$ cat src/core/gpio_line_defs.svh
`ifndef GPIO_LINE_DEFS_SVH
`define GPIO_LINE_DEFS_SVH

// register byte offsets on the apb bus
`define GP_OFS_PICK      8'h00
`define GP_OFS_LINE      8'h04
`define GP_OFS_GLITCH    8'h08
`define GP_OFS_PULSE_CNT 8'h0c
`define GP_OFS_HIGH      8'h10
`define GP_OFS_LOW       8'h14
`define GP_OFS_DELAY     8'h18
`define GP_OFS_PATTERN   8'h1c
`define GP_OFS_LEVEL     8'h20
`define GP_OFS_ALL       8'h24
`define GP_OFS_GLOBAL    8'h28

// field layout
`define GP_LINE_W        7
`define GP_GLB_AUX       0
`define GP_GLB_TRIG      1
`define GP_GLB_FROM_TRIG 2
`define GP_GLB_WIN_LSB   3
`define GP_GLB_WIN_MSB   4

// reset values: line 1 is output only, so it starts as output
`define GP_RST_FN        8'h04
`define GP_RST_PATTERN   8'hff
// allowed function codes, four bits per line, line 0 lowest
`define GP_FN_ALLOWED    16'hffa5

// timing
`define GP_CLK_PERIOD_NS 5
`define GP_US_NS         1000
`define GP_US_CYCLES     (`GP_US_NS / `GP_CLK_PERIOD_NS)
`define GP_REJECT_TICKS  16'h0010

// exposure window kinds
`define GP_WIN_LINE1     2'h0
`define GP_WIN_ANY       2'h1
`define GP_WIN_ALL       2'h2

`endif

$ cat src/core/gpio_line_pkg.sv
package gpio_line_pkg;

    typedef enum logic [1:0] {
        FN_INPUT   = 2'h0,
        FN_OUTPUT  = 2'h1,
        FN_TRIGGER = 2'h2,
        FN_STROBE  = 2'h3
    } line_fn_t;

    typedef enum logic [1:0] {
        SRC_EXPOSURE = 2'h0,
        SRC_TRIGGER  = 2'h1,
        SRC_USER     = 2'h2,
        SRC_USER_ALT = 2'h3
    } out_choice_t;

    typedef struct packed {
        logic        software_drive_level;
        logic        flash_pulse_on;
        logic        polarity_flip;
        out_choice_t output_signal_choice;
        line_fn_t    line_function;
    } line_cfg_t;

    typedef enum logic [4:0] {
        ST_IDLE  = 5'h01,
        ST_DELAY = 5'h02,
        ST_HIGH  = 5'h04,
        ST_LOW   = 5'h08,
        ST_EXPO  = 5'h10
    } strobe_state_t;

    typedef struct packed {
        logic [2:0]  sync;
        logic        level_sync;
        logic        clean;
        logic [15:0] cnt;
    } filter_state_t;

endpackage

$ cat src/core/line_filter.sv
`timescale 1ns/10ps
`default_nettype none
`include "gpio_line_defs.svh"

module line_filter
    import gpio_line_pkg::*;
(
    input  wire logic        sys_clk,
    input  wire logic        rst,
    input  wire logic        pin_async,
    input  wire logic        pix_tick,
    input  wire logic        us_tick,
    input  wire logic        use_us,
    input  wire logic [15:0] glitch_us,
    output logic             level_sync,
    output logic             level_clean
);

    filter_state_t s_reg;
    filter_state_t s_next;
    logic [15:0]   limit;
    logic          tick;

    // three-stage sync; a change counts once stages two and three agree
    always_comb begin
        s_next = s_reg;
        limit  = use_us ? glitch_us : `GP_REJECT_TICKS;
        tick   = use_us ? us_tick : pix_tick;
        s_next.sync = {s_reg.sync[1:0], pin_async};
        if (s_reg.sync[1] == s_reg.sync[2]) begin
            s_next.level_sync = s_reg.sync[2];
        end
        // pulses shorter than the limit never reach the clean level
        if (s_reg.level_sync == s_reg.clean) begin
            s_next.cnt = 16'h0000;
        end else if (tick) begin
            if (s_reg.cnt + 16'h0001 >= limit) begin
                s_next.clean = s_reg.level_sync;
                s_next.cnt   = 16'h0000;
            end else begin
                s_next.cnt = s_reg.cnt + 16'h0001;
            end
        end
    end

    always_ff @(posedge sys_clk or posedge rst) begin
        if (rst) begin
            s_reg <= '0;
        end else begin
            s_reg <= s_next;
        end
    end

    assign level_sync  = s_reg.level_sync;
    assign level_clean = s_reg.clean;

endmodule

`default_nettype wire

$ cat src/core/camera_gpio_line_control.sv
// Contract
// - line function input makes the line a receiver of trigger signals.
// - line function output drives the line toward outside circuitry.
// - trigger function plus trigger mode: an edge on the line grabs an image.
// - enabling trigger mode suspends continuous streaming.
// - strobe function pulses after a delay from integration start or trigger.
// - strobe fires only on frames selected by a per-line pattern.
// - line_pick selects one of lines 0 to 3 for per-line settings.
// - four functions offered; the allowed set depends on the line.
// - output lines send exposure-active or trigger-active as chosen.
// - polarity_flip inverts the selected line's input or output signal.
// - pin_level_read returns the selected line level, one meaning high.
// - all_pins_level_read returns every line level in one bitfield.
// - each line holds a glitch filter time in microseconds.
// - flash_pulse_length gives pulse count with programmable high and low.
// - exposure window kind: 00 line 1, 01 any pixel, 10 all pixels.
// - any and all pixel kinds follow the imaging core's window inputs.
// - aux_supply_on switches the auxiliary 3.3 V output.
// - without the debouncer, pulses under 16 pixel ticks are rejected.
// - the debouncer only acts on lines in input function.
// - a pulse count of zero gives one pulse as long as exposure.
`timescale 1ns/10ps
`default_nettype none
`include "gpio_line_defs.svh"

module camera_gpio_line_control
    import gpio_line_pkg::*;
#(
    parameter int LINES   = 4,
    parameter int PIX_DIV = 4
)
(
    input  wire logic             sys_clk,
    input  wire logic             rst,
    input  wire logic             psel,
    input  wire logic             penable,
    input  wire logic             pwrite,
    input  wire logic [7:0]       paddr,
    input  wire logic [31:0]      pwdata,
    output logic      [31:0]      prdata,
    output logic                  pready,
    output logic                  pslverr,
    input  wire logic [LINES-1:0] line_in,
    output logic      [LINES-1:0] line_out,
    output logic      [LINES-1:0] line_oe,
    input  wire logic             integration_start,
    input  wire logic             exposure_line1,
    input  wire logic             exposure_any,
    input  wire logic             exposure_all,
    output logic                  grab_trigger,
    output logic                  stream_suspend,
    output logic                  aux_supply_on
);

    typedef struct packed {
        logic [1:0]                 line_pick;
        line_cfg_t [LINES-1:0]      cfg;
        logic [LINES-1:0][15:0]     glitch_filter_us;
        logic [LINES-1:0][7:0]      pattern;
        logic [7:0]                 flash_pulse_length;
        logic [15:0]                high_us;
        logic [15:0]                low_us;
        logic [15:0]                delay_us;
        logic                       aux;
        logic                       trig_mode;
        logic                       from_trig;
        logic [1:0]                 exposure_window_kind;
        logic [7:0]                 pix_cnt;
        logic [7:0]                 us_cnt;
        logic                       pix_tick;
        logic                       us_tick;
        logic [LINES-1:0]           prev_in;
        logic                       win_prev;
        logic                       grab;
        logic                       trig_active;
        strobe_state_t              st;
        logic [15:0]                st_cnt;
        logic [7:0]                 pulses_left;
        logic [2:0]                 frame_idx;
        logic [LINES-1:0]           fire_mask;
        logic                       strobe_level;
        logic [LINES-1:0]           out;
        logic [LINES-1:0]           oe;
        logic [31:0]                rdata;
        logic                       ready;
        logic                       err;
    } state_t;

    localparam logic [15:0] FN_ALLOWED = `GP_FN_ALLOWED;
    localparam logic [7:0]  RST_FN     = `GP_RST_FN;
    localparam logic [7:0]  PIX_LAST   = 8'(PIX_DIV - 1);
    localparam logic [7:0]  US_LAST    = 8'(`GP_US_CYCLES - 1);

    state_t           s_reg;
    state_t           s_next;
    logic [LINES-1:0] level_sync;
    logic [LINES-1:0] level_clean;
    logic [LINES-1:0] use_us;

    // per-line input sync and glitch filter
    genvar g;
    generate
        for (g = 0; g < LINES; g++) begin : gen_line
            assign use_us[g] = (s_reg.cfg[g].line_function == FN_INPUT) &&
                               (s_reg.glitch_filter_us[g] != 16'h0000);
            line_filter u_filter (
                .sys_clk     (sys_clk),
                .rst         (rst),
                .pin_async   (line_in[g]),
                .pix_tick    (s_reg.pix_tick),
                .us_tick     (s_reg.us_tick),
                .use_us      (use_us[g]),
                .glitch_us   (s_reg.glitch_filter_us[g]),
                .level_sync  (level_sync[g]),
                .level_clean (level_clean[g])
            );
        end
    endgenerate

    function automatic logic [LINES-1:0] pin_levels(input state_t s,
                                                   input logic [LINES-1:0] in);
        logic [LINES-1:0] lv;
        lv = '0;
        for (int i = 0; i < LINES; i++) begin
            lv[i] = s.oe[i] ? s.out[i] : in[i];
        end
        return lv;
    endfunction

    function automatic logic us_done(input state_t s, input logic [15:0] tgt);
        logic d;
        d = (tgt == 16'h0000) || (s.us_tick && (s.st_cnt + 16'h0001 >= tgt));
        return d;
    endfunction

    always_comb begin
        logic             window;
        logic             start;
        logic [LINES-1:0] lv;
        logic [LINES-1:0] inv_in;
        logic             edge_seen;
        logic             src;
        logic [3:0]       allowed;
        line_cfg_t        wcfg;
        window    = 1'b0;
        start     = 1'b0;
        lv        = pin_levels(s_reg, level_sync);
        inv_in    = '0;
        edge_seen = 1'b0;
        src       = 1'b0;
        allowed   = 4'h0;
        wcfg      = line_cfg_t'(pwdata[`GP_LINE_W-1:0]);
        s_next    = s_reg;

        // pixel and microsecond enables from one divider each
        s_next.pix_tick = (s_reg.pix_cnt == PIX_LAST);
        s_next.pix_cnt  = s_next.pix_tick ? 8'h00 : s_reg.pix_cnt + 8'h01;
        s_next.us_tick  = (s_reg.us_cnt == US_LAST);
        s_next.us_cnt   = s_next.us_tick ? 8'h00 : s_reg.us_cnt + 8'h01;

        unique case (s_reg.exposure_window_kind)
            `GP_WIN_ANY: window = exposure_any;
            `GP_WIN_ALL: window = exposure_all;
            default:     window = exposure_line1;
        endcase
        s_next.win_prev = window;

        // trigger lines grab on an edge
        for (int i = 0; i < LINES; i++) begin
            inv_in[i] = level_clean[i] ^ s_reg.cfg[i].polarity_flip;
            if ((s_reg.cfg[i].line_function == FN_INPUT ||
                 s_reg.cfg[i].line_function == FN_TRIGGER) &&
                inv_in[i] && !s_reg.prev_in[i]) begin
                edge_seen = 1'b1;
            end
        end
        s_next.prev_in = inv_in;
        s_next.grab    = s_reg.trig_mode && edge_seen;
        // a new trigger wins over the clearing window edge
        if (s_reg.grab) begin
            s_next.trig_active = 1'b1;
        end else if (s_reg.win_prev && !window) begin
            s_next.trig_active = 1'b0;
        end

        // strobe start from integration or trigger
        start = s_reg.from_trig ? s_reg.grab : integration_start;
        unique case (s_reg.st)
            ST_IDLE: begin
                if (start) begin
                    for (int i = 0; i < LINES; i++) begin
                        s_next.fire_mask[i] = s_reg.cfg[i].flash_pulse_on &&
                            s_reg.pattern[i][s_reg.frame_idx];
                    end
                    s_next.frame_idx   = s_reg.frame_idx + 3'h1;
                    s_next.pulses_left = s_reg.flash_pulse_length;
                    s_next.st_cnt      = 16'h0000;
                    s_next.st          = ST_DELAY;
                end
            end
            ST_DELAY: begin
                if (s_reg.us_tick) begin
                    s_next.st_cnt = s_reg.st_cnt + 16'h0001;
                end
                if (us_done(s_reg, s_reg.delay_us)) begin
                    s_next.st_cnt = 16'h0000;
                    s_next.st = (s_reg.pulses_left == 8'h00) ? ST_EXPO
                                                              : ST_HIGH;
                end
            end
            ST_HIGH: begin
                s_next.strobe_level = 1'b1;
                if (s_reg.us_tick) begin
                    s_next.st_cnt = s_reg.st_cnt + 16'h0001;
                end
                if (s_reg.strobe_level && us_done(s_reg, s_reg.high_us)) begin
                    s_next.strobe_level = 1'b0;
                    s_next.st_cnt       = 16'h0000;
                    s_next.pulses_left  = s_reg.pulses_left - 8'h01;
                    s_next.st           = ST_LOW;
                end
            end
            ST_LOW: begin
                if (s_reg.us_tick) begin
                    s_next.st_cnt = s_reg.st_cnt + 16'h0001;
                end
                if (us_done(s_reg, s_reg.low_us)) begin
                    s_next.st_cnt = 16'h0000;
                    s_next.st = (s_reg.pulses_left == 8'h00) ? ST_IDLE
                                                              : ST_HIGH;
                end
            end
            ST_EXPO: begin
                // st_cnt bit 0 marks that the window has opened
                s_next.strobe_level = window;
                if (window) begin
                    s_next.st_cnt = 16'h0001;
                end else if (s_reg.st_cnt[0]) begin
                    s_next.st = ST_IDLE;
                end
            end
        endcase

        // per-line pin drive
        for (int i = 0; i < LINES; i++) begin
            unique case (s_reg.cfg[i].output_signal_choice)
                SRC_EXPOSURE: src = window;
                SRC_TRIGGER:  src = s_reg.trig_active;
                default:      src = s_reg.cfg[i].software_drive_level;
            endcase
            unique case (s_reg.cfg[i].line_function)
                FN_OUTPUT: begin
                    s_next.out[i] = src ^ s_reg.cfg[i].polarity_flip;
                    s_next.oe[i]  = 1'b1;
                end
                FN_STROBE: begin
                    s_next.out[i] = (s_reg.strobe_level &&
                        s_reg.fire_mask[i]) ^ s_reg.cfg[i].polarity_flip;
                    s_next.oe[i]  = 1'b1;
                end
                default: begin
                    s_next.out[i] = 1'b0;
                    s_next.oe[i]  = 1'b0;
                end
            endcase
        end

        // apb: one wait state, commit at the edge that sees pready
        s_next.ready = 1'b0;
        s_next.err   = 1'b0;
        if (psel && penable && s_reg.ready) begin
            if (pwrite && !s_reg.err) begin
                unique case (paddr)
                    `GP_OFS_PICK: s_next.line_pick = pwdata[1:0];
                    `GP_OFS_LINE: begin
                        // disallowed functions keep the old one
                        allowed = FN_ALLOWED[s_reg.line_pick*4 +: 4];
                        if (!allowed[wcfg.line_function]) begin
                            wcfg.line_function =
                                s_reg.cfg[s_reg.line_pick].line_function;
                        end
                        s_next.cfg[s_reg.line_pick] = wcfg;
                    end
                    `GP_OFS_GLITCH:
                        s_next.glitch_filter_us[s_reg.line_pick] =
                            pwdata[15:0];
                    `GP_OFS_PULSE_CNT: s_next.flash_pulse_length = pwdata[7:0];
                    `GP_OFS_HIGH:  s_next.high_us  = pwdata[15:0];
                    `GP_OFS_LOW:   s_next.low_us   = pwdata[15:0];
                    `GP_OFS_DELAY: s_next.delay_us = pwdata[15:0];
                    `GP_OFS_PATTERN:
                        s_next.pattern[s_reg.line_pick] = pwdata[7:0];
                    `GP_OFS_GLOBAL: begin
                        s_next.aux       = pwdata[`GP_GLB_AUX];
                        s_next.trig_mode = pwdata[`GP_GLB_TRIG];
                        s_next.from_trig = pwdata[`GP_GLB_FROM_TRIG];
                        s_next.exposure_window_kind =
                            pwdata[`GP_GLB_WIN_MSB:`GP_GLB_WIN_LSB];
                    end
                    default: ;
                endcase
            end
        end else if (psel && penable) begin
            s_next.ready = 1'b1;
            s_next.rdata = 32'h0000_0000;
            unique case (paddr)
                `GP_OFS_PICK: s_next.rdata[1:0] = s_reg.line_pick;
                `GP_OFS_LINE: s_next.rdata[`GP_LINE_W-1:0] =
                    s_reg.cfg[s_reg.line_pick];
                `GP_OFS_GLITCH: s_next.rdata[15:0] =
                    s_reg.glitch_filter_us[s_reg.line_pick];
                `GP_OFS_PULSE_CNT: s_next.rdata[7:0] = s_reg.flash_pulse_length;
                `GP_OFS_HIGH:  s_next.rdata[15:0] = s_reg.high_us;
                `GP_OFS_LOW:   s_next.rdata[15:0] = s_reg.low_us;
                `GP_OFS_DELAY: s_next.rdata[15:0] = s_reg.delay_us;
                `GP_OFS_PATTERN: s_next.rdata[7:0] =
                    s_reg.pattern[s_reg.line_pick];
                `GP_OFS_LEVEL: s_next.rdata[0] = lv[s_reg.line_pick];
                `GP_OFS_ALL: s_next.rdata[LINES-1:0] = lv;
                `GP_OFS_GLOBAL: begin
                    s_next.rdata[`GP_GLB_AUX]       = s_reg.aux;
                    s_next.rdata[`GP_GLB_TRIG]      = s_reg.trig_mode;
                    s_next.rdata[`GP_GLB_FROM_TRIG] = s_reg.from_trig;
                    s_next.rdata[`GP_GLB_WIN_MSB:`GP_GLB_WIN_LSB] =
                        s_reg.exposure_window_kind;
                end
                default: s_next.err = 1'b1;
            endcase
        end
    end

    // reset gives every line its legal default function
    always_ff @(posedge sys_clk or posedge rst) begin
        if (rst) begin
            s_reg    <= '0;
            s_reg.st <= ST_IDLE;
            for (int i = 0; i < LINES; i++) begin
                s_reg.cfg[i].line_function <= line_fn_t'(RST_FN[i*2 +: 2]);
                s_reg.pattern[i]           <= `GP_RST_PATTERN;
            end
        end else begin
            s_reg <= s_next;
        end
    end

    assign prdata         = s_reg.rdata;
    assign pready         = s_reg.ready;
    assign pslverr        = s_reg.err;
    assign line_out       = s_reg.out;
    assign line_oe        = s_reg.oe;
    assign grab_trigger   = s_reg.grab;
    assign stream_suspend = s_reg.trig_mode;
    assign aux_supply_on  = s_reg.aux;

endmodule

`default_nettype wire

$ cat config.mk
export PLATFORM = sky130hd
export DESIGN_NAME = camera_gpio_line_control
export DESIGN_NICKNAME = d
export VERILOG_FILES = /design/src/core/gpio_line_pkg.sv /design/src/core/line_filter.sv /design/src/core/camera_gpio_line_control.sv
export VERILOG_INCLUDE_DIRS = /design/src /design/src/core
export SDC_FILE = /design/constraint.sdc
export NUM_CORES = 1
export LEC_CHECK = 0
export BUFFER_PORTS_ARGS = -buffer_cell sky130_fd_sc_hd__clkbuf_2
export CAP_MARGIN = 0
export CORE_MARGIN = 1.5
export CORE_UTILIZATION = 40
export CTS_CLUSTER_SIZE = 30
export DETAILED_ROUTE_END_ITERATION = 6
export MAX_ROUTING_LAYER = met4
export PLACE_DENSITY_LB_ADDON = 0.2
export SYNTH_ARGS = -nofsm -noshare
export SYNTH_HDL_FRONTEND = slang
export SYNTH_SLANG_ARGS = --single-unit
$ cat constraint.sdc
create_clock -name sys_clk -period 11.7 [get_ports sys_clk]
set_input_delay 2.34 -clock sys_clk [delete_from_list [all_inputs] [get_ports sys_clk]]
set_output_delay 2.34 -clock sys_clk [all_outputs]
set_load 0.01 [all_outputs]
Word-level counts from Yosys, hierarchy flattened
Cells that the tools add are included.
W data, S select, Z words.

word-level totals
  logic and storage cells = 351
  flip-flop bits (word level) = 359
  output and inout port bits = 45
  input port bits = 53

operators by class
  add/sub/neg operators = 9
  magnitude comparators = 11
  multiplexer cells = 101
  equal/unequal tests = 50
  shifts and indexed selects = 1
  reduce and logical (&&, ||, !) cells = 90
  bitwise logic cells = 17

operators by type and width
  operator                 number
  $mux W16                 20
  $ge A16 B16 Y1           7
  $pmux W21 S5             1
  $add A16 B1 Y16 const B  5
  $bwmux W64               1
  $reduce_bool A16 Y1      4
  $logic_not A16 Y1        3
  $mux W21                 2
  $reduce_and A3 Y1        14
  $mux W36                 1
  $bmux W16 S2             1
  $bwmux W32               1
  $demux W16 S2            1
  $eq A8 B5 Y1 const B     4
  $mux W8                  4
  $pmux W8 S4              1
  $logic_and A1 B1 Y1      30
  $mux W29                 1
  $bwmux W28               1
  $mux W1                  27
  $eq A8 B6 Y1 const B     3
  $pmux W1 S2              10
  $eq A2 B1 Y1 const B     9
  $eq A2 B2 Y1 const B     9
  other kinds (46)         119

Longest topological paths before layout
  word-level depth = 9
  gate-level depth with buffers = 19

Hierarchy
A second synthesis with hierarchy kept.

unflattened totals
  cells, all modules = 1947
  area total of the unflattened synthesis = 21177.8 um2

modules (own cells, without submodules)
  module                                  cells each  area each (um2)  instances
  camera_gpio_line_control                1246        14755.4          1
  line_filter (gen_line[1].u_filter ...)  174         1589.0           3
  line_filter (gen_line[0].u_filter)      179         1655.3           1

Worst setup path after synthesis
OpenSTA, ideal clock, no wires.

  kind = input-to-reg
  start = input port paddr[5]
  end = register s_reg[246] in the netlist's numbering
  path buffers = 3
  arrival = 4.129 ns
  slack = 7.446 ns
  setup time = 0.125 ns
  required time = 11.575 ns
  stages = 8
  path through = nor3_1 > nand2b_1 > clkbuf_1 > or2_2 > clkbuf_1 > nor2_1 > buf_2 > mux2_2

between the ends
  cells in the longest elaborated chain, start to end = 2

ends and longest elaborated chain
  what                         line                             RTL
  from (decl)                  camera_gpio_line_control.sv:38   input wire logic [7:0] paddr,
  $eq A8 B4 Y1                 camera_gpio_line_control.sv:273  unique case (paddr)
  $reduce_and A3 Y1 (no line)  --
  to (signal assigned)         camera_gpio_line_control.sv:342  s_reg <= s_next;
  to (decl)                    camera_gpio_line_control.sv:94   state_t s_reg;

No other way between the ends.
A chain may end at the register's enable or synchronous reset.

Final worst setup path
  start = register s_reg[58] in the netlist's numbering
  end = register s_reg[60] in the netlist's numbering

between the ends
  cells in the longest elaborated chain, start to end = 7

ends and longest elaborated chain
  what                 line                             RTL
  $add A16 B1 Y16 (*)  --
  $ge A16 B16 Y1       camera_gpio_line_control.sv:132  d = (tgt == 16'h0000) || (s.us_tick && (s.st_cnt + 16'h0001 >= tgt));
  $logic_and A1 B1 Y1  camera_gpio_line_control.sv:132
  $logic_or A1 B1 Y1   camera_gpio_line_control.sv:132
  $logic_and A1 B1 Y1  camera_gpio_line_control.sv:216  if (s_reg.strobe_level && us_done(s_reg, s_reg.high_us)) begin
  $mux W29             camera_gpio_line_control.sv:216
  $pmux W21 S5 (*)     camera_gpio_line_control.sv:188  unique case (s_reg.st)

Every way passes the cells marked *; elsewhere a longest branch is shown, timed or not. The select of a mux whose other input is x is not followed.

==> results.yml <==
status:
  outcome: "completed"
sta:
  fmax_mhz: 196
  tns_ps: 0
  worst_pin_slew_ps: 1330
  rsz0062_at_grt: "false"
  hold_ws_ps: 346
  relSlewSlack: 0.105
  finClkSkew_ps: 15.7
  slew_violations: 0
  timing.final.crit_share: 0.436
  setup_viol: 0
  fin_crit_ps: 5100
  finalHoldViolCount: 0
pwr:
  p_per_area_mw_per_mm2: 131
  fin_total_pwr_mw: 2.99
  p_leak_nw: 10.8
  ir_drop_v: 0.000163
place:
  dp_hpwl_um: 40200
  routabilityCongestion: 0.876
  io_buffers: 65
  post_dp_cell_area_mm2: 0.0213
  dpl.cell_count: 2528
clock_network:
  clk_latency_ps: 560
  cts_buffer_depth: 3
  cts_post_setup_buffers_inserted: 0
  clk_pin_slew_ps: 60
  cts.sinks: 359
  cts_made_buffers: 43
  cts_tree: "yes"
  cts-resized-gates: 0
  h-tree-depth: 2
  cts_root_buffer: "clkbuf_16"
  holdBufCountCts: 0
cells_and_area:
  final_cells: 2610
  area_delta_synth_final_pct: 10.9
  nNetsFinal: 2077
  stdcell_area_mm2: 0.0228
  layout-drive-gt1-share: 0.240
  largest_reg_flops: 246
worst_setup_path:
  endpoint_kind: "register"
  critical_path_arrival_ps: 5580
  cp_max_fo: 11
  startpoint_type: "register"
  critPathKind: "register to register"
  critPathRequiredTime_ps: 12180
yosys:
  synth_area_leader_cell: "dfrtp_1"
  synthTopCellsByArea: "dfrtp_1 (40%), mux2_2 (11%), ha_1 (7.5%)"
  ys.flop_type: "dfrtp_1"
  synth_edf_count: 0
  yosys.cell_types.count: 84
  synthCells: 1870
  syn_avg_cell_area_um2: 11.0
  async_flop_share: 1.00
  syn-cell-area_mm2: 0.0206
  yosysSeqAreaShare: 0.439
  synth-seq-cells: 359
  synth_top_area_frac: 0.395
  ys.warnings.count: 0
global_route:
  grt_pass1_wl_um: 87800
  grt_pass1_vias: 14900
  grt_max_degree: 181
  grt_antenna_before_repair: 4
  grt_overflow: 0
  grt_usage: 0.219
die:
  rows: 82
  core_area_mm2: 0.0505
  start_util: 0.408
  dieWidth_um: 230
  pin_count: 98
  fp.dieArea_mm2: 0.0528
  fp.dieH_um: 230
drt:
  drt-initial-drc-count: 989
  routed_wl_um: 55300
  drc_errors: 0
  drtAntennaViolNets: 0
  firstDrtPassIters: 5
  wire_per_inst_um: 21.2
  vias: 14900
  via_per_inst: 5.70
flow_run:
  maxCapViolCount: 0
hold_path:
  hold_class: "register to register"
critical path: stages, from the launching register on:
cell      delay, ps
dfrtp_1         600
ha_1            280
inv_1            70
nor2_1          190
and3_1          240
and3_1          270
and3_1          270
nand3_1         120
xnor2_1         410
ha_1            340
o21ai_0         170
o21bai_1        130
a311oi_1        460
a21o_1          230
a22oi_1         130
a31oi_1         870
a31oi_1          80
o22ai_1         160
path summary, 6_finish.rpt:
kind	from	end	slack (ps)	cells past startpoint
worst min-delay path	gen_line[2].u_filter.s_next[19]	gen_line[2].u_filter.s_next[20]	350	0
worst max register to register	s_reg[58]	s_reg[60]	6600	17
worst max-delay path	s_reg[58]	s_reg[60]	6600	17
worst min register to register	gen_line[2].u_filter.s_next[19]	gen_line[2].u_filter.s_next[20]	350	0
min in group asynchronous	rst	gen_line[0].u_filter.s_reg[9]	1820	2
max in group asynchronous	rst	s_reg[289]	8390	3
cells in the mapped netlist (47+ instances only):
master / count
dfrtp_1: 325
inv_1: 73
nand2_1: 206
clkbuf_1: 50
a21oi_1: 56
nor2_1: 76
a21o_1: 69
ha_1: 123
nand3_1: 47
mux2_2: 192
placed cells by master (no fill, tap or decap), drive strengths merged, types with 11 or more instances in the layout:
| cell | count |
|---|---|
| and3 | 19 |
| nor4 | 32 |
| mux2i | 18 |
| mux2 | 192 |
| a22o | 19 |
| a31oi | 22 |
| conb | 16 |
| a21o | 69 |
| xnor2 | 34 |
| nand3 | 47 |
| dfstp | 34 |
| o21ai | 42 |
| clkbuf | 128 |
| nand2 | 206 |
| a32o | 32 |
| nor2b | 11 |
| xor2 | 40 |
| nand4 | 24 |
| inv | 72 |
| nor2 | 82 |
| nand2b | 34 |
| buf | 13 |
| ha | 123 |
| or2 | 24 |
| and2 | 11 |
| mux4 | 40 |
| nor3 | 18 |
| a22oi | 22 |
| a21oi | 58 |
| dfrtp | 325 |
power breakdown:
group | switching [mW] | internal [mW] | leakage, nW
Clock | 0.536 | 0.879 | 0.730
Sequential | 0.0542 | 1.28 | 4.79
Combinational | 0.151 | 0.0954 | 5.26
Total | 0.741 | 2.25 | 10.8
logic make-up after synthesis:
logic type,synth area share
AND/OR/NAND/NOR,0.133
flip-flops,0.439
AO/OA/AOI/OAI,0.119
multiplexers,0.158
buffers and inverters,0.0429
adder cells (fa/ha/maj),0.0768
XOR/XNOR,0.0315
other,0.000182
per-layer routing:
layer	vias up	track usage	routed length [µm]
met5	-	-	0
met4	0	0.0631	1370
met3	80	0.0386	3030
met2	357	0.335	25300
met1	7545	0.297	25600
li1	6898	-	-
area by class of cell:
| cell class | instances | area, µm² |
|---|---|---|
| fillers | 4744 | 27700 |
| multi-input cells | 1346 | 10700 |
| well taps | 672 | 841 |
| clock buffers | 63 | 1260 |
| clock inverters | 15 | 230 |
| inverters | 73 | 278 |
| repair buffers | 78 | 448 |
| flip-flops and latches | 359 | 9030 |
| diodes | 4 | 10.0 |
metrics by stage:
stage          setup WS (ps)  utilization
6_report                6600        0.452
3_3_place_gp            6590        0.422
4_1_cts                 6570        0.452
3_5_place_dp            6610        0.422
5_1_grt                 6020        0.452
2_1_floorplan           4580            -
(Power assumes the default switching activity.)
